--- src/design/usdp_pkg.sv ---
// Purpose: constants shared by the shadow data port design
// Assumes: 32-bit AXI4-Lite register access, 40 MHz clk_sys
// Notes: line format is fixed at 8 data bits, no parity, one stop bit
package usdp_pkg;
  localparam int CLK_HZ = 40_000_000;
  localparam int BAUD_HZ = 115_200;
  localparam logic [15:0] BAUD_DIV = 16'(CLK_HZ / BAUD_HZ);
  localparam logic [15:0] BAUD_HALF = 16'(CLK_HZ / BAUD_HZ / 2);
  localparam int FIFO_DEPTH = 16;

  // sixteen word aliases of the data port, ours is the ninth
  localparam logic [31:0] ALIAS_BASE = 32'h5000_1130;
  localparam int ALIAS_COUNT = 16;
  localparam logic [31:0] DATA_ALIAS_ADDR = 32'h5000_1150;
  localparam logic [31:0] CTRL_ADDR = 32'h5000_1200;
  localparam logic [31:0] LSTAT_ADDR = 32'h5000_1204;
  localparam logic [31:0] ISTAT_ADDR = 32'h5000_1208;
  localparam logic [31:0] IMASK_ADDR = 32'h5000_120C;

  localparam int CTRL_FIFO_EN = 0;
  localparam int CTRL_IR_MODE = 1;
  localparam int LS_DATA_READY = 0;
  localparam int LS_OVERRUN = 1;
  localparam int LS_THR_EMPTY = 5;
  localparam int LS_TX_IDLE = 6;
  localparam int IRQ_RX = 0;
  localparam int IRQ_OVERRUN = 1;
  localparam int IRQ_TX_EMPTY = 2;
  localparam int IRQ_BITS = 3;

  localparam logic [1:0] CTRL_RESET = 2'h0;
  localparam logic [2:0] IMASK_RESET = 3'h0;
  localparam logic [1:0] RESP_OKAY = 2'h0;
  localparam logic [1:0] RESP_SLVERR = 2'h2;

  typedef enum logic [1:0] {
    USDP_IDLE = 2'b00,
    USDP_START = 2'b01,
    USDP_DATA = 2'b11,
    USDP_STOP = 2'b10
  } usdp_line_e;
endpackage

--- src/design/usdp_fifo_if.sv ---
// Purpose: carrier between the data port and its character queues
// Assumes: one owner drives the requests, one queue answers
// Notes: full and empty are combinational answers of the queue
`timescale 1ns/1ps
`default_nettype none
interface usdp_fifo_if;
  logic push;
  logic pop;
  logic ovw;
  logic flush;
  logic single;
  logic [7:0] wdata;
  logic [7:0] rdata;
  logic full;
  logic empty;
  modport owner(output push, pop, ovw, flush, single, wdata, input rdata, full, empty);
  modport store(input push, pop, ovw, flush, single, wdata, output rdata, full, empty);
endinterface
`default_nettype wire

--- src/design/usdp_data_port.sv ---
// Purpose: uart data port with receive and transmit queues behind AXI4-Lite
// Assumes: 8N1 framing at a fixed divider, infrared lines as bit-level pulses
// Notes: every alias of the sixteen-word window reaches the same data port
`timescale 1ns/1ps
`default_nettype none
// Contract
// - The data port answers at each of sixteen consecutive word aliases for bursts.
// - A read returns the received byte in bits 7 to 0, from the serial or infrared input.
// - Read data is valid only while rx_data_ready is set, which software checks first.
// - With queues off, an unread byte is overwritten by the next and overrun is flagged.
// - With queues on, a read returns the head of the receive queue.
// - A character arriving into a full receive queue is dropped and overrun is flagged.
// - A written byte is sent on the serial output, or the active-low infrared output.
// - With queues off, one write into an empty holding slot clears tx_holding_empty.
// - With queues off, further writes before the slot empties replace the held byte.
// - With queues on, up to the queue depth of characters are taken before full.
// - A write while the transmit queue is full is dropped without change.
module usdp_data_port (
  input wire logic clk_sys,
  input wire logic rstn,
  input wire logic [31:0] s_axi_awaddr,
  input wire logic [2:0] s_axi_awprot,
  input wire logic s_axi_awvalid,
  output logic s_axi_awready,
  input wire logic [31:0] s_axi_wdata,
  input wire logic [3:0] s_axi_wstrb,
  input wire logic s_axi_wvalid,
  output logic s_axi_wready,
  output logic [1:0] s_axi_bresp,
  output logic s_axi_bvalid,
  input wire logic s_axi_bready,
  input wire logic [31:0] s_axi_araddr,
  input wire logic [2:0] s_axi_arprot,
  input wire logic s_axi_arvalid,
  output logic s_axi_arready,
  output logic [31:0] s_axi_rdata,
  output logic [1:0] s_axi_rresp,
  output logic s_axi_rvalid,
  input wire logic s_axi_rready,
  input wire logic ser_in,
  input wire logic ir_in,
  output logic ser_out,
  output logic ir_out_n,
  output logic irq
);
  import usdp_pkg::*;

  usdp_fifo_if rxq();
  usdp_fifo_if txq();

  usdp_fifo #(.DEPTH(FIFO_DEPTH)) u_rx_fifo (
    .clk_sys(clk_sys),
    .rstn(rstn),
    .f(rxq)
  );
  usdp_fifo #(.DEPTH(FIFO_DEPTH)) u_tx_fifo (
    .clk_sys(clk_sys),
    .rstn(rstn),
    .f(txq)
  );

  function automatic logic is_alias(input logic [31:0] a);
    is_alias = (a[1:0] == 2'b00) && (a >= ALIAS_BASE) &&
               (a < ALIAS_BASE + 32'(ALIAS_COUNT * 4));
  endfunction

  // ---------------- control and status registers
  logic [1:0] ctrl_reg;
  logic [IRQ_BITS-1:0] imask_reg;
  logic [IRQ_BITS-1:0] istat_reg;
  logic overrun_reg;
  logic tx_holding_empty_prev_reg;
  logic tx_busy;
  logic rx_done;
  logic [7:0] rx_byte_reg;
  logic wr_do;
  logic rd_do;
  logic [31:0] awaddr_reg;
  logic [31:0] wdata_reg;
  logic [3:0] wstrb_reg;
  logic aw_hold_reg;
  logic w_hold_reg;
  logic [IRQ_BITS-1:0] ev;
  logic rx_overrun_ev;
  logic ctrl_wr;

  // ---------------- AXI write channel
  assign wr_do = aw_hold_reg && w_hold_reg && !s_axi_bvalid;
  assign ctrl_wr = wr_do && (awaddr_reg == CTRL_ADDR) && wstrb_reg[0];

  always_ff @(posedge clk_sys or negedge rstn) begin
    if (!rstn) begin
      aw_hold_reg <= 1'b0;
      w_hold_reg <= 1'b0;
      s_axi_awready <= 1'b1;
      s_axi_wready <= 1'b1;
      s_axi_bvalid <= 1'b0;
      s_axi_bresp <= RESP_OKAY;
      awaddr_reg <= '0;
      wdata_reg <= '0;
      wstrb_reg <= '0;
    end else begin
      if (s_axi_awvalid && s_axi_awready) begin
        awaddr_reg <= s_axi_awaddr;
        aw_hold_reg <= 1'b1;
        s_axi_awready <= 1'b0;
      end
      if (s_axi_wvalid && s_axi_wready) begin
        wdata_reg <= s_axi_wdata;
        wstrb_reg <= s_axi_wstrb;
        w_hold_reg <= 1'b1;
        s_axi_wready <= 1'b0;
      end
      if (wr_do) begin
        s_axi_bvalid <= 1'b1;
        s_axi_bresp <= (is_alias(awaddr_reg) || awaddr_reg == CTRL_ADDR ||
                        awaddr_reg == LSTAT_ADDR || awaddr_reg == ISTAT_ADDR ||
                        awaddr_reg == IMASK_ADDR) ? RESP_OKAY : RESP_SLVERR;
      end
      if (s_axi_bvalid && s_axi_bready) begin
        s_axi_bvalid <= 1'b0;
        aw_hold_reg <= 1'b0;
        w_hold_reg <= 1'b0;
        s_axi_awready <= 1'b1;
        s_axi_wready <= 1'b1;
      end
    end
  end

  always_ff @(posedge clk_sys or negedge rstn) begin
    if (!rstn) begin
      ctrl_reg <= CTRL_RESET;
      imask_reg <= IMASK_RESET;
    end else if (wr_do && wstrb_reg[0]) begin
      if (awaddr_reg == CTRL_ADDR) begin
        ctrl_reg <= wdata_reg[1:0];
      end
      if (awaddr_reg == IMASK_ADDR) begin
        imask_reg <= wdata_reg[IRQ_BITS-1:0];
      end
    end
  end

  // changing the queue mode empties both queues so no stale byte leaks across
  assign rxq.flush = ctrl_wr && (wdata_reg[CTRL_FIFO_EN] != ctrl_reg[CTRL_FIFO_EN]);
  assign txq.flush = rxq.flush;
  assign rxq.single = !ctrl_reg[CTRL_FIFO_EN];
  assign txq.single = !ctrl_reg[CTRL_FIFO_EN];

  // only byte lane 0 carries data, bits 31:8 are dropped
  assign txq.push = wr_do && is_alias(awaddr_reg) && wstrb_reg[0];
  assign txq.wdata = wdata_reg[7:0];
  // single slot replaces the held byte, a full queue drops the write
  assign txq.ovw = !ctrl_reg[CTRL_FIFO_EN];

  // ---------------- AXI read channel
  assign rd_do = s_axi_arvalid && s_axi_arready;
  assign rxq.pop = rd_do && is_alias(s_axi_araddr);

  always_ff @(posedge clk_sys or negedge rstn) begin
    if (!rstn) begin
      s_axi_arready <= 1'b1;
      s_axi_rvalid <= 1'b0;
      s_axi_rdata <= '0;
      s_axi_rresp <= RESP_OKAY;
    end else begin
      if (rd_do) begin
        s_axi_arready <= 1'b0;
        s_axi_rvalid <= 1'b1;
        s_axi_rresp <= RESP_OKAY;
        if (is_alias(s_axi_araddr)) begin
          // head byte, stale when rx_data_ready is clear
          s_axi_rdata <= {24'h00_0000, rxq.rdata};
        end else if (s_axi_araddr == CTRL_ADDR) begin
          s_axi_rdata <= {30'h0000_0000, ctrl_reg};
        end else if (s_axi_araddr == LSTAT_ADDR) begin
          s_axi_rdata <= {25'h000_0000, !tx_busy && txq.empty, txq.empty,
                          3'h0, overrun_reg, !rxq.empty};
        end else if (s_axi_araddr == ISTAT_ADDR) begin
          s_axi_rdata <= {29'h0000_0000, istat_reg};
        end else if (s_axi_araddr == IMASK_ADDR) begin
          s_axi_rdata <= {29'h0000_0000, imask_reg};
        end else begin
          s_axi_rdata <= '0;
          s_axi_rresp <= RESP_SLVERR;
        end
      end
      if (s_axi_rvalid && s_axi_rready) begin
        s_axi_rvalid <= 1'b0;
        s_axi_arready <= 1'b1;
      end
    end
  end

  // ---------------- overrun and interrupts, set wins over read-clear
  assign rx_overrun_ev = rx_done && rxq.full && !rxq.pop;
  assign ev = {txq.empty && !tx_holding_empty_prev_reg, rx_overrun_ev, rx_done};

  always_ff @(posedge clk_sys or negedge rstn) begin
    if (!rstn) begin
      overrun_reg <= 1'b0;
      istat_reg <= '0;
      tx_holding_empty_prev_reg <= 1'b1;
      irq <= 1'b0;
    end else begin
      tx_holding_empty_prev_reg <= txq.empty;
      if (rx_overrun_ev) begin
        overrun_reg <= 1'b1;
      end else if (rd_do && s_axi_araddr == LSTAT_ADDR) begin
        overrun_reg <= 1'b0;
      end
      if (rd_do && s_axi_araddr == ISTAT_ADDR) begin
        istat_reg <= ev;
      end else begin
        istat_reg <= istat_reg | ev;
      end
      irq <= |((istat_reg | ev) & imask_reg);
    end
  end

  // ---------------- receiver
  logic ser_s1_reg;
  logic ser_s2_reg;
  logic ir_s1_reg;
  logic ir_s2_reg;
  logic rx_line;
  usdp_line_e rx_state_reg;
  logic [15:0] rx_cnt_reg;
  logic [2:0] rx_bit_reg;

  always_ff @(posedge clk_sys or negedge rstn) begin
    if (!rstn) begin
      ser_s1_reg <= 1'b1;
      ser_s2_reg <= 1'b1;
      ir_s1_reg <= 1'b0;
      ir_s2_reg <= 1'b0;
    end else begin
      ser_s1_reg <= ser_in;
      ser_s2_reg <= ser_s1_reg;
      ir_s1_reg <= ir_in;
      ir_s2_reg <= ir_s1_reg;
    end
  end

  // infrared input pulses high for each zero bit
  assign rx_line = ctrl_reg[CTRL_IR_MODE] ? !ir_s2_reg : ser_s2_reg;
  assign rx_done = (rx_state_reg == USDP_STOP) && (rx_cnt_reg == '0) && rx_line;
  assign rxq.push = rx_done;
  assign rxq.wdata = rx_byte_reg;
  // a disabled queue keeps only the newest byte, an enabled one keeps the oldest
  assign rxq.ovw = !ctrl_reg[CTRL_FIFO_EN];

  always_ff @(posedge clk_sys or negedge rstn) begin
    if (!rstn) begin
      rx_state_reg <= USDP_IDLE;
      rx_cnt_reg <= '0;
      rx_bit_reg <= '0;
      rx_byte_reg <= '0;
    end else begin
      if (rx_cnt_reg != '0) begin
        rx_cnt_reg <= rx_cnt_reg - 1'b1;
      end
      case (rx_state_reg)
        USDP_IDLE: begin
          if (!rx_line) begin
            rx_state_reg <= USDP_START;
            rx_cnt_reg <= BAUD_HALF;
          end
        end
        USDP_START: begin
          if (rx_cnt_reg == '0) begin
            // a start bit gone by mid-bit was a glitch
            rx_state_reg <= rx_line ? USDP_IDLE : USDP_DATA;
            rx_cnt_reg <= BAUD_DIV;
            rx_bit_reg <= '0;
          end
        end
        USDP_DATA: begin
          if (rx_cnt_reg == '0) begin
            rx_byte_reg <= {rx_line, rx_byte_reg[7:1]};
            rx_cnt_reg <= BAUD_DIV;
            rx_bit_reg <= rx_bit_reg + 1'b1;
            if (rx_bit_reg == 3'h7) begin
              rx_state_reg <= USDP_STOP;
            end
          end
        end
        USDP_STOP: begin
          // framing errors are dropped silently
          if (rx_cnt_reg == '0) begin
            rx_state_reg <= USDP_IDLE;
          end
        end
        default: begin
          rx_state_reg <= USDP_IDLE;
        end
      endcase
    end
  end

  // ---------------- transmitter
  usdp_line_e tx_state_reg;
  logic [15:0] tx_cnt_reg;
  logic [2:0] tx_bit_reg;
  logic [7:0] tx_shift_reg;
  logic tx_line;

  assign tx_busy = (tx_state_reg != USDP_IDLE);
  assign txq.pop = !tx_busy && !txq.empty;
  assign tx_line = (tx_state_reg == USDP_START) ? 1'b0 :
                   (tx_state_reg == USDP_DATA) ? tx_shift_reg[0] : 1'b1;

  always_ff @(posedge clk_sys or negedge rstn) begin
    if (!rstn) begin
      tx_state_reg <= USDP_IDLE;
      tx_cnt_reg <= '0;
      tx_bit_reg <= '0;
      tx_shift_reg <= '0;
    end else begin
      if (tx_cnt_reg != '0) begin
        tx_cnt_reg <= tx_cnt_reg - 1'b1;
      end
      case (tx_state_reg)
        USDP_IDLE: begin
          if (txq.pop) begin
            tx_shift_reg <= txq.rdata;
            tx_cnt_reg <= BAUD_DIV;
            tx_state_reg <= USDP_START;
          end
        end
        USDP_START: begin
          if (tx_cnt_reg == '0) begin
            tx_cnt_reg <= BAUD_DIV;
            tx_bit_reg <= '0;
            tx_state_reg <= USDP_DATA;
          end
        end
        USDP_DATA: begin
          if (tx_cnt_reg == '0) begin
            tx_cnt_reg <= BAUD_DIV;
            tx_shift_reg <= {1'b0, tx_shift_reg[7:1]};
            tx_bit_reg <= tx_bit_reg + 1'b1;
            if (tx_bit_reg == 3'h7) begin
              tx_state_reg <= USDP_STOP;
            end
          end
        end
        USDP_STOP: begin
          if (tx_cnt_reg == '0) begin
            tx_state_reg <= USDP_IDLE;
          end
        end
        default: begin
          tx_state_reg <= USDP_IDLE;
        end
      endcase
    end
  end

  // the unused line idles: serial high, infrared not pulsing
  always_ff @(posedge clk_sys or negedge rstn) begin
    if (!rstn) begin
      ser_out <= 1'b1;
      ir_out_n <= 1'b1;
    end else begin
      ser_out <= ctrl_reg[CTRL_IR_MODE] ? 1'b1 : tx_line;
      ir_out_n <= ctrl_reg[CTRL_IR_MODE] ? tx_line : 1'b1;
    end
  end
endmodule
`default_nettype wire

--- src/design/usdp_fifo.sv ---
// Purpose: character queue, full depth or a single holding slot
// Assumes: push and pop are one-cycle requests on clk_sys
// Notes: a push into a full queue is dropped unless a pop in the same cycle frees room or ovw asks to replace
`timescale 1ns/1ps
`default_nettype none
module usdp_fifo #(
  parameter int DEPTH = usdp_pkg::FIFO_DEPTH
) (
  input wire logic clk_sys,
  input wire logic rstn,
  usdp_fifo_if.store f
);
  import usdp_pkg::*;
  localparam int AW = $clog2(DEPTH);
  localparam logic [AW:0] CAP = (AW + 1)'(DEPTH);

  logic [7:0] mem [DEPTH];
  logic [AW-1:0] rd_ptr_reg;
  logic [AW-1:0] wr_ptr_reg;
  logic [AW:0] count_reg;
  logic full_now;
  logic push_ok;
  logic pop_ok;
  logic replace;

  function automatic logic [AW-1:0] bump(input logic [AW-1:0] p);
    bump = (p == AW'(DEPTH - 1)) ? '0 : p + 1'b1;
  endfunction

  assign full_now = f.single ? (count_reg != '0) : (count_reg == CAP);
  assign pop_ok = f.pop && (count_reg != '0);
  assign push_ok = f.push && (!full_now || pop_ok);
  assign replace = f.push && full_now && !pop_ok && f.ovw;
  assign f.full = full_now;
  assign f.empty = (count_reg == '0);
  assign f.rdata = mem[rd_ptr_reg];

  always_ff @(posedge clk_sys) begin
    if (push_ok) begin
      mem[wr_ptr_reg] <= f.wdata;
    end else if (replace) begin
      mem[rd_ptr_reg] <= f.wdata;
    end
  end

  always_ff @(posedge clk_sys or negedge rstn) begin
    if (!rstn) begin
      rd_ptr_reg <= '0;
      wr_ptr_reg <= '0;
      count_reg <= '0;
    end else if (f.flush) begin
      rd_ptr_reg <= '0;
      wr_ptr_reg <= '0;
      count_reg <= '0;
    end else begin
      if (push_ok) begin
        wr_ptr_reg <= bump(wr_ptr_reg);
      end
      if (pop_ok) begin
        rd_ptr_reg <= bump(rd_ptr_reg);
      end
      count_reg <= count_reg + (AW + 1)'(push_ok) - (AW + 1)'(pop_ok);
    end
  end
endmodule
`default_nettype wire

--- config.mk ---
export PLATFORM = sky130hd
export DESIGN_NAME = usdp_data_port
export DESIGN_NICKNAME = d
export VERILOG_FILES = /design/src/design/usdp_pkg.sv /design/src/design/usdp_fifo_if.sv /design/src/design/usdp_data_port.sv /design/src/design/usdp_fifo.sv
export SDC_FILE = /design/constraint.sdc
export NUM_CORES = 1
export LEC_CHECK = 0
export ABC_AREA = 0
export ABC_CLOCK_PERIOD_IN_PS = 2950
export BUFFER_PORTS_ARGS = -buffer_cell sky130_fd_sc_hd__buf_2
export CAP_MARGIN = 20
export CORE_UTILIZATION = 54
export CTS_BUF_LIST = sky130_fd_sc_hd__clkbuf_8 sky130_fd_sc_hd__clkbuf_16
export CTS_CLUSTER_SIZE = 24
export DETAILED_ROUTE_END_ITERATION = 6
export PLACE_DENSITY_LB_ADDON = 0.05
export RECOVER_POWER = 50
export SKIP_CTS_REPAIR_TIMING = 1
export SLEW_MARGIN = 0
export SYNTH_ARGS = -nofsm -noshare
export SYNTH_HDL_FRONTEND = slang
export SYNTH_SLANG_ARGS = --single-unit
--- constraint.sdc ---
create_clock -name clk_sys -period 2.95 [get_ports clk_sys]
set_clock_uncertainty 0.05 [all_clocks]
set_input_delay 0.295 -clock clk_sys [delete_from_list [all_inputs] [get_ports clk_sys]]
set_output_delay 0.295 -clock clk_sys [all_outputs]
set_load 0.005 [all_outputs]
After elaboration in Yosys (flattened, before gate mapping)
Memories as Yosys holds them, arrays and structs flattened.
Cells that the tools add are included.
- bitwise logic cells: 2
- muxes and demuxes: 95
- $add $sub $neg: 12
- reductions and logical operators: 92
- $lt $le $gt $ge: 4
- equal/unequal tests: 33
- operator list (operator ; number):
    $eq A32 B31 Y1 const B ; 8
    $mux W16 ; 6
    $ge A32 B31 Y1 const B ; 2
    $lt A32 B31 Y1 const B ; 2
    $pmux W16 S2 ; 2
    $mux W4 ; 14
    $mux W8 ; 5
    $logic_and A1 B1 Y1 ; 36
    $mux W1 ; 35
    $mux W2 ; 17
    $logic_not A16 Y1 ; 2
    $reduce_bool A16 Y1 ; 2
    $sub A16 B1 Y16 const B ; 2
    $reduce_bool A2 Y1 ; 13
    $mux W3 ; 7
    $add A4 B1 Y4 const B ; 4
    $eq A4 B4 Y1 const B ; 4
    $pmux W2 S4 ; 2
    $pmux W8 S2 ; 1
    $reduce_or A8 Y1 ; 2
    $mux W7 ; 2
    $logic_not A1 Y1 ; 12
    $pmux W3 S2 ; 2
    $add A5 B1 Y5 ; 2
    other kinds (21) ; 54
- bits of input ports: 115
- memories: 2
- output and inout bits: 44
- logic and storage cells: 279
- register bits: 185
- memory bits (writable): 256
- memories (memory ; depth ; bits a word ; rd ports ; clocked after Yosys merged registers in ; write ports ; line ; text):
    u_rx_fifo.mem ; 16 ; 8 ; 1 ; 0 ; 1 ; usdp_fifo.sv:17 ; logic [7:0] mem [DEPTH];
    u_tx_fifo.mem ; 16 ; 8 ; 1 ; 0 ; 1 ; usdp_fifo.sv:17 ;

Longest topological paths before layout
Gate-level depths: netlist (run 1).
- depth after elaboration: 13
- depth in mapped cells: 15

Modules after synthesis
From an unflattened synthesis (run 1), not the netlist that was laid out.
- cell total of the unflattened synthesis: 1274
- area total of the unflattened synthesis: 18166.2 sq um
- by module, submodules not included (module ; cells each ; area each (sq um) ; instances ; sequential area each (sq um)):
    usdp_data_port ; 553 ; 6232.2 ; 1 ; 3338.2
    usdp_fifo at u_tx_fifo ; 363 ; 5979.5 ; 1 ; 4169.0
    usdp_fifo at u_rx_fifo ; 358 ; 5954.5 ; 1 ; 4169.0

Worst setup path after synthesis (run 1)
OpenSTA, ideal clock, no wires.
- path kind: input -> register
- start: in s_axi_araddr[24]
- end: reg u_rx_fifo.count_reg[4]
- setup slack: -0.197 ns
- required time: 2.764 ns
- setup time: 0.136 ns
- arrival time: 2.960 ns
- stages: 14
- cells stage by stage: or4_1 > nor4_1 > nand4_1 > clkbuf_1 > nor3_1 > a21o_1 > ha_1 > inv_1 > fa_1 > inv_1 > a21oi_1 > nor2_1 > or3_1 > a21oi_1
- word-level cells in the longest chain between the ends: 10
- elaborated cells on any way between the ends: 11
- RTL lines (what ; line ; text):
    start, declared ; usdp_data_port.sv:32 ; input wire logic [31:0] s_axi_araddr,
    $ge A32 B31 Y1 ; usdp_data_port.sv:63 ; is_alias = (a[1:0] == 2'b00) && (a >= ALIAS_BASE) &&
    $logic_and A1 B1 Y1 ; usdp_data_port.sv:63 ;
    $logic_and A1 B1 Y1 (*) ; usdp_data_port.sv:63 ;
    $logic_and A1 B1 Y1 (*) ; usdp_data_port.sv:158 ; assign rxq.pop = rd_do && is_alias(s_axi_araddr);
    $logic_and A1 B1 Y1 (*) ; usdp_fifo.sv:31 ; assign pop_ok = f.pop && (count_reg != '0);
    $logic_or A1 B1 Y1 ; usdp_fifo.sv:32 ; assign push_ok = f.push && (!full_now || pop_ok);
    $logic_and A1 B1 Y1 ; usdp_fifo.sv:32 ;
    $add A5 B1 Y5 ; usdp_fifo.sv:62 ; count_reg <= count_reg + (AW + 1)'(push_ok) - (AW + 1)'(pop_ok);
    $sub A5 B1 Y5 (*) ; usdp_fifo.sv:62 ;
    $mux W5 (*) ; usdp_fifo.sv:51 ; end else if (f.flush) begin
    end signal, assigned ; usdp_fifo.sv:62 ;
    end, declared ; usdp_fifo.sv:20 ; logic [AW:0] count_reg;
Mark *: on every way between the ends. The rest lies on a longest branch, timed or not.
A chain may end at the register's enable or synchronous reset.

Worst setup path after layout (run 1)
- start: reg rx_cnt_reg[13]
- end: mem u_rx_fifo.mem[5][3], enable pin
- word-level cells in the longest chain between the ends: 11
- elaborated cells on any way between the ends: 15
- RTL lines (what ; line ; text):
    start, declared ; usdp_data_port.sv:228 ; logic [15:0] rx_cnt_reg;
    start signal, assigned ; usdp_data_port.sv:261 ; rx_cnt_reg <= rx_cnt_reg - 1'b1;
    $logic_not A16 Y1 (*) ; usdp_data_port.sv:247 ; assign rx_done = (rx_state_reg == USDP_STOP) && (rx_cnt_reg == '0) && rx_line;
    $logic_and A1 B1 Y1 (*) (2 in series) ; usdp_data_port.sv:247 ;
    $logic_and A1 B1 Y1 (3 in series) ; usdp_fifo.sv:33 ; assign replace = f.push && full_now && !pop_ok && f.ovw;
    $mux W1 ; usdp_fifo.sv:41 ; end else if (replace) begin
    $mux W1 ; usdp_fifo.sv:39 ; if (push_ok) begin
    $mux W1 (implied by the code) ; usdp_fifo.sv:42 ; mem[rd_ptr_reg] <= f.wdata;
    $reduce_or A8 Y1 (no line) ; -- ;
    $mux W4 (no line) or $mux W1 (tied branches) ; -- ;
    end, declared ; usdp_fifo.sv:17 ;
Marks and branches as above.

==> run summary, run 1 <==
========================================================================================================
Count of flip-flops with a built-in enable after synthesis ................................          256
Full die area .............................................................................    34800 µm²
FF-to-FF Start ............................................................................ rx_cnt_reg[13]
Area inside the core boundary .............................................................    33500 µm²
Count of warnings emitted by yosys ........................................................            0
Most frequent cells after synthesis ....................................................... edfxtp_1, dfrtp_1, mux4_2
Die Y-Extent ..............................................................................       186 µm
First-pass GRT wire length ................................................................     62300 µm
Cell at the root of the clock tree ........................................................    clkbuf_16
Post-DP HPWL ..............................................................................     26600 µm
Number of cells produced by synthesis .....................................................         1271
Area contributors post-synth .............................................................. edfxtp_1, dfrtp_1, mux4_2, mux2_2, o21ai_0
Critical Path AT ..........................................................................      3010 ps
Share of synthesized area occupied by flip-flops and latches ..............................        63.6%
Clock Sinks ...............................................................................          415
Final wirelength ..........................................................................     39500 µm
Hold Fails Final Rpt ......................................................................            0
Internal cell power .......................................................................      10.8 mW
Layout cells sized above 1 ................................................................        27.6%
Starting Density ..........................................................................        54.8%
Switching share of power ..................................................................        21.7%
Number of top-level design ports ..........................................................          159
Minimum setup slack in the final design ...................................................       161 ps
Remaining max-slew budget at the tightest pin .............................................       -20.7%
Clock network fraction of total power .....................................................        42.0%
Wirelength per Cell .......................................................................      20.0 µm
Mapped Area ...............................................................................    18400 µm²
Global-route congestion overflow total ....................................................            0
Power consumption .........................................................................      13.7 mW
Clk buf depth .............................................................................            3
Input/output buffers ......................................................................           99
Worst setup path class ....................................................................      reg2reg
Start point of the worst hold path ........................................................ s_axi_araddr[2]
Portion of the clock cycle consumed by the worst path in the final layout .................        94.5%
Post-synth top area share .................................................................        41.8%
Relative contribution of combinational cells to total power ...............................         5.5%
Endpoint kind of the worst setup timing path ..............................................     register
Required time of the worst setup path .....................................................      3170 ps
Most common cell in the netlist ...........................................................     edfxtp_1
Asr flop ratio synth ......................................................................        38.3%
H-Tree Level Count ........................................................................            2
GP Congestion .............................................................................        0.844
Peak fanout along the critical path .......................................................           12
VDD IR max ................................................................................   0.000647 V
Switching pwr .............................................................................      2.98 mW
Maximum frequency from static timing analysis .............................................      359 MHz
Portion of total power attributed to sequential cells .....................................        52.5%
Number of antenna violations at the first check in global routing .........................            1
Relative area change from synthesis to final layout .......................................        18.9%
Iteration count of the initial detailed-routing pass ......................................            5
Power density cells .......................................................................   629 nW/µm²
Synthesized area per cell .................................................................     14.5 µm²
Setup violation total in the final timing report ..........................................            0
Net count, final ..........................................................................         1631
Post-CTS clock slew at the launch and capture registers of the worst setup and hold paths .        60 ps
Worst skew pair latency ...................................................................       560 ps
DRC violations left .......................................................................            0
Worst-margin pin slew .....................................................................      1810 ps
Antenna Nets Post-Route ...................................................................            0
Width of the die ..........................................................................       186 µm
Min cycle time layout .....................................................................      2790 ps
Starting DRC count in detailed routing ....................................................          776
Critical path launch point ................................................................ rx_cnt_reg[13]
Leak pwr ..................................................................................      8.59 nW
Via count of the first global-routing pass ................................................        10.9k
Max Transition Viols Final ................................................................           67
Biggest area consumer among synthesized cells .............................................     edfxtp_1
Critical Path Source Type .................................................................     register
Predominant post-synthesis flop cell ......................................................     edfxtp_1
Total via count after detailed routing ....................................................        11.3k
Via density ...............................................................................         5.75
Total of max-cap violations ...............................................................            1
Post-synthesis cell type count ............................................................           69
CTS Buf Count .............................................................................           44
Number of flip-flops and latches in the synthesized netlist ...............................          415
Number of standard-cell rows in the floorplan .............................................           67
Maximum number of pins on one net before global-route repair ..............................           67
Failing checks ............................................................................ max-capacitance violations, max-slew violations
Worst slack at placement ..................................................................     -58.2 ps
TritonCTS clock tree ......................................................................         done
Min-delay worst type ......................................................................       in2reg
GRT Total Usage ...........................................................................        23.1%
Outcome ................................................................................... finished, violations left
========================================================================================================
-- layout by cell type (no fill, tap or decap), types with 10 or more instances in the layout --
master | Yosys | final
a21oi_1 | 58 | 57
nand2_1 | 81 | 80
nand3_1 | 32 | 32
clkbuf_16 | 0 | 45
nor2_1 | 67 | 67
mux4_2 | 82 | 82
nor3_1 | 31 | 29
mux2_2 | 57 | 57
buf_4 | 26 | 76
edfxtp_1 | 256 | 256
xor2_1 | 21 | 21
inv_1 | 35 | 45
nor4_1 | 11 | 10
dlygate4sd3_1 | 0 | 51
conb_1 | 1 | 26
a31oi_1 | 14 | 14
or4_1 | 13 | 13
buf_2 | 13 | 98
and2_1 | 10 | 10
nand2b_1 | 16 | 16
dfrtp_1 | 151 | 149
a22oi_1 | 12 | 12
o21ai_0 | 62 | 62
o211ai_1 | 15 | 15
ha_1 | 24 | 22
nand4_1 | 21 | 21
-- cell type report --
type / count / area [µm²]
Antenna cell: 1 / 2.50
Clock buffer: 45 / 1130
Clock inverter: 35 / 394
Fill cell: 2482 / 11700
Inverter: 36 / 135
Multi-Input combinational cell: 757 / 6260
Sequential cell: 415 / 11700
Tap cell: 448 / 561
Timing Repair Buffer: 236 / 1690
-- power by group through the flow --
stage	clock network [mW]	logic, mW	registers, mW
2_1_floorplan	0	0.503	7.14
3_3_place_gp	0	0.689	7.30
3_5_place_dp	0	0.706	7.33
4_1_cts	5.88	0.711	7.21
5_1_grt	6.11	0.842	7.27
6_report	5.77	0.758	7.21
-- metrics by stage --
step | area (µm²) | TNS [ps] | instances | hold WS [ps] | utilization, %
after floorplan | 18500 | -0.989 | 1296 | -50.6 | -
after global placement | 19800 | -40.1 | 1837 | 298 | 59.0
after detailed placement | 19800 | -118 | 1837 | 296 | 59.0
after CTS | 21300 | 0 | 1917 | -294 | 63.5
after global routing | 21800 | -8.72 | 1972 | 120 | 65.1
final | 21800 | 0 | 1973 | 85.9 | 65.1
-- path summary, 6_finish.rpt --
kind | endpoint | slack, ps | depth (start not counted)
worst min register to register | ir_s2_reg | 310 | 0
worst max register to register | u_rx_fifo.mem[5][3] | 160 | 7
min in group asynchronous | tx_shift_reg[0] | 710 | 2
worst max-delay path | u_rx_fifo.mem[5][3] | 160 | 7
max in group asynchronous | u_rx_fifo.rd_ptr_reg[0] | 580 | 3
worst min-delay path | overrun_reg | 90 | 4
-- worst max-delay path: stages, from the launching register on --
cell and delay [ps]:
dfrtp_1 430, or3_4 430, a2111oi_4 310, buf_4 230
nand3_4 130, or4_1 520, a21oi_1 190, buf_4 210
-- cell families after synthesis --
group | after synthesis | synth area share [%]
AOI/OAI and AO/OA | 199 | 6.70
muxes | 141 | 13.7
other | 1 | 0.0204
DFF | 415 | 63.6
xor gates and xnor gates | 30 | 1.43
buffers and inverters | 125 | 3.21
adders and majority gates | 26 | 1.85
and+or+nand+nor | 334 | 9.57
-- metal layers --
layer / GRT usage (%) / wire length [µm] / share of wire (%) / vias to the layer above
met3: 4.61 / 2260 / 5.7 / 36
met4: 4.96 / 491 / 1.2 / 2
li1: - / - / - / 5285
met2: 33.7 / 17900 / 45 / 337
met5: 0 / 8 / 0.020 / -
met1: 36.2 / 18800 / 48 / 5689
(Power assumes the default switching activity.)
==> run 2: changes to the inputs <==
CORE_MARGIN = 10   (was default)
CORE_UTILIZATION = 45   (was 54)
==> run 2 against run 1 <==
Net effect:
- worst setup slack lost 22 ps
- sequential power about the same
- critical path type unchanged
- critical path depth unchanged
- power hardly changed
- flip-flop and latch count did not move
- largest cell class unchanged
- the run still ends with max-capacitance violations, max-slew violations left
- maximum frequency shrank 0.79%
- design area is 0.96% higher
==> run summary, run 2 (synthesized netlist as in run 1, its figures left out) <==
========================================================================================================
Outcome ................................................................................... finished, violations left
Failing checks ............................................................................ max-capacitance violations, max-slew violations
Global-route congestion overflow total ....................................................            0   unchanged
H-Tree Level Count ........................................................................            2   unchanged
GRT Total Usage ...........................................................................        17.0%   -6.1 points
Portion of the clock cycle consumed by the worst path in the final layout .................        95.3%   +0.75 points
Cell at the root of the clock tree ........................................................    clkbuf_16
Hold Fails Final Rpt ......................................................................            0   unchanged
Wirelength per Cell .......................................................................      20.8 µm   +4.0%
CP peak stage delay .......................................................................       560 ps   +40 ps
Final Core Density ........................................................................        55.1%   -10 points
GP Congestion .............................................................................        0.809   -4.2%
Maximum number of pins on one net before global-route repair ..............................           78   +16%
Die Y-Extent ..............................................................................       222 µm   +19%
Diodes inserted ...........................................................................            0   -1
Via density ...............................................................................         5.48   -4.6%
Most frequent standard cell in the layout excluding fill and tap cells ....................     edfxtp_1
Register-to-register setup slack ..........................................................       140 ps   -20 ps
Worst setup path class ....................................................................      reg2reg
Via count of the first global-routing pass ................................................        11.2k   +2.9%
Peak fanout along the critical path .......................................................            9   -3
First-pass GRT wire length ................................................................     66700 µm   +7.0%
Crit path cell chain ...................................................................... or3_4 -> a2111oi_4 -> buf_4 -> nand3_4 -> or4_1 -> a21oi_2 -> buf_4
Area of combinational cells with multiple inputs ..........................................     6270 µm²   +0.22%
Critical Path Source Type .................................................................     register
Most frequent cells in the layout ......................................................... edfxtp_1, dfrtp_1, buf_2
Net count, final ..........................................................................         1637   +0.37%
Number of standard-cell rows in the floorplan .............................................           73   +9.0%
Post-DP HPWL ..............................................................................     29100 µm   +9.5%
Total via count after detailed routing ....................................................        11.3k   -0.49%
FF-to-FF Start ............................................................................ rx_cnt_reg[13]
Worst-margin pin slew .....................................................................      2140 ps   +328 ps
Storage cell area .........................................................................    11700 µm²   unchanged
Crit Reg-Reg Endpoint ..................................................................... u_rx_fifo.mem[10][3]
Number of fill cells ......................................................................         3274   +32%
CTS Buf Count .............................................................................           46   +4.5%
Post-CTS clock slew at the launch and capture registers of the worst setup and hold paths .        60 ps   about the same
Worst slack at placement ..................................................................     -84.3 ps   -26.1 ps
DRC violations left .......................................................................            0   unchanged
Endpoint kind of the worst setup timing path ..............................................     register
Input/output buffers ......................................................................           99   unchanged
Relative area change from synthesis to final layout .......................................        20.1%
Cell area after placement .................................................................    19900 µm²   +0.75%
Remaining max-slew budget at the tightest pin .............................................       -42.6%   -22 points
Critical path launch point ................................................................ rx_cnt_reg[13]
Number of antenna violations at the first check in global routing .........................            0   -1
Antenna Nets Post-Route ...................................................................            0   unchanged
Setup violation total in the final timing report ..........................................            0   unchanged
Leak pwr ..................................................................................      8.67 nW   +0.87%
Maximum frequency from static timing analysis .............................................      356 MHz   -0.79%
Hold WS ...................................................................................      18.7 ps   -67.2 ps
Worst skew pair latency ...................................................................       560 ps   about the same
Full die area .............................................................................    49300 µm²   +42%
Max Transition Viols Final ................................................................           76   +13%
Min cycle time layout .....................................................................      2810 ps   +22.1 ps
Layout cells sized above 1 ................................................................        28.4%   +0.73 points
Clock Sinks ...............................................................................          415   unchanged
Minimum setup slack in the final design ...................................................       139 ps   -22.1 ps
Min-delay worst type ......................................................................       in2reg
Width of the die ..........................................................................       222 µm   +19%
Final wirelength ..........................................................................     42800 µm   +8.5%
Area inside the core boundary .............................................................    40000 µm²   +19%
Required time of the worst setup path .....................................................      3160 ps   about the same
Critical Path AT ..........................................................................      3020 ps   about the same
Top cell by count, worst path .............................................................        buf_4
Iteration count of the initial detailed-routing pass ......................................            5   unchanged
Clk buf depth .............................................................................            3   unchanged
Total of max-cap violations ...............................................................            1   unchanged
Starting Density ..........................................................................        45.9%   -8.9 points
Critical path's slowest cell ..............................................................        or4_1
TritonCTS clock tree ......................................................................         done
Number of top-level design ports ..........................................................          159   unchanged
VDD IR max ................................................................................   0.000474 V   -27%
Post-route standard cell area excluding fillers ...........................................    22100 µm²   +0.96%
Starting DRC count in detailed routing ....................................................          902   +16%
Worst r2r path cells ......................................................................            7   unchanged
Worst setup path endpoint ................................................................. u_rx_fifo.mem[10][3]
Power density cells .......................................................................   623 nW/µm²   -0.92%
========================================================================================================
[run 2: cell types whose count changed in the layout (fill, tap and decap cells not counted), sizes merged]
cell,before,now
clkinv,10,16
bufinv,9,4
clkbuf,52,56
diode,1,0
buf,178,185
clkinvlp,3,2
inv,49,48
[run 2: power breakdown]
| part | switching, mW | leakage [nW] | internal, mW | total [mW] |
|---|---|---|---|---|
| Sequential | 0.453 | 4.64 | 6.76 | 7.21 |
| Combinational | 0.331 | 3.23 | 0.461 | 0.792 |
| Clock | 2.31 | 0.794 | 3.43 | 5.73 |
| Total | 3.09 | 8.67 | 10.6 | 13.7 |
[run 2: worst min path at each step]
stage	from	to	slack, ps	cells after the start
2_1_floorplan	rstn	aw_hold_reg	-50	0
3_3_place_gp	ir_s1_reg	ir_s2_reg	290	0
3_5_place_dp	ir_s1_reg	ir_s2_reg	280	0
4_1_cts	rstn	tx_shift_reg[6]	-250	1
5_1_grt	s_axi_araddr[3]	s_axi_rdata[2]	20	3
6_report	s_axi_araddr[3]	s_axi_rdata[2]	20	3
[run 2: per-stage QoR]
stage                     setup TNS [ps]  power, mW  std cells
final                                  0       13.7       2059
after floorplan                   -0.989       7.64       1296
after CTS                              0       13.8       2002
after detailed placement           -84.3       8.05       1916
after global placement             -65.5       8.01       1916
after global routing               -8.45       14.3       2059
[run 2: final cells by class]
class                      instances  share of cell area (%)
sequential                       415                    53.0
multi-input combinational        757                    28.5
timing repair buffer             240                    8.03
clock buffer                      52                    5.75
tap                              525                    2.98
clock inverter                    34                    1.22
inverter                          36                   0.613
[run 2: worst max-delay path: cells and delay by family, from the launching register on]
family	cells	cell delay, ps
AO/OA/AOI/OAI	2	510
flip-flops	1	420
AND/OR/NAND/NOR	3	1110
buffers and inverters	2	420
[run 2: routing by layer]
| layer | global-route usage [%] | wire, µm | share of wire, % | vias to the layer above |
|---|---|---|---|---|
| met5 | 0 | 0 | 0 | - |
| met3 | 2.90 | 1910 | 4.4 | 55 |
| li1 | - | - | - | 5293 |
| met2 | 25.3 | 19600 | 46 | 238 |
| met1 | 25.0 | 20500 | 48 | 5707 |
| met4 | 4.68 | 748 | 1.7 | 0 |
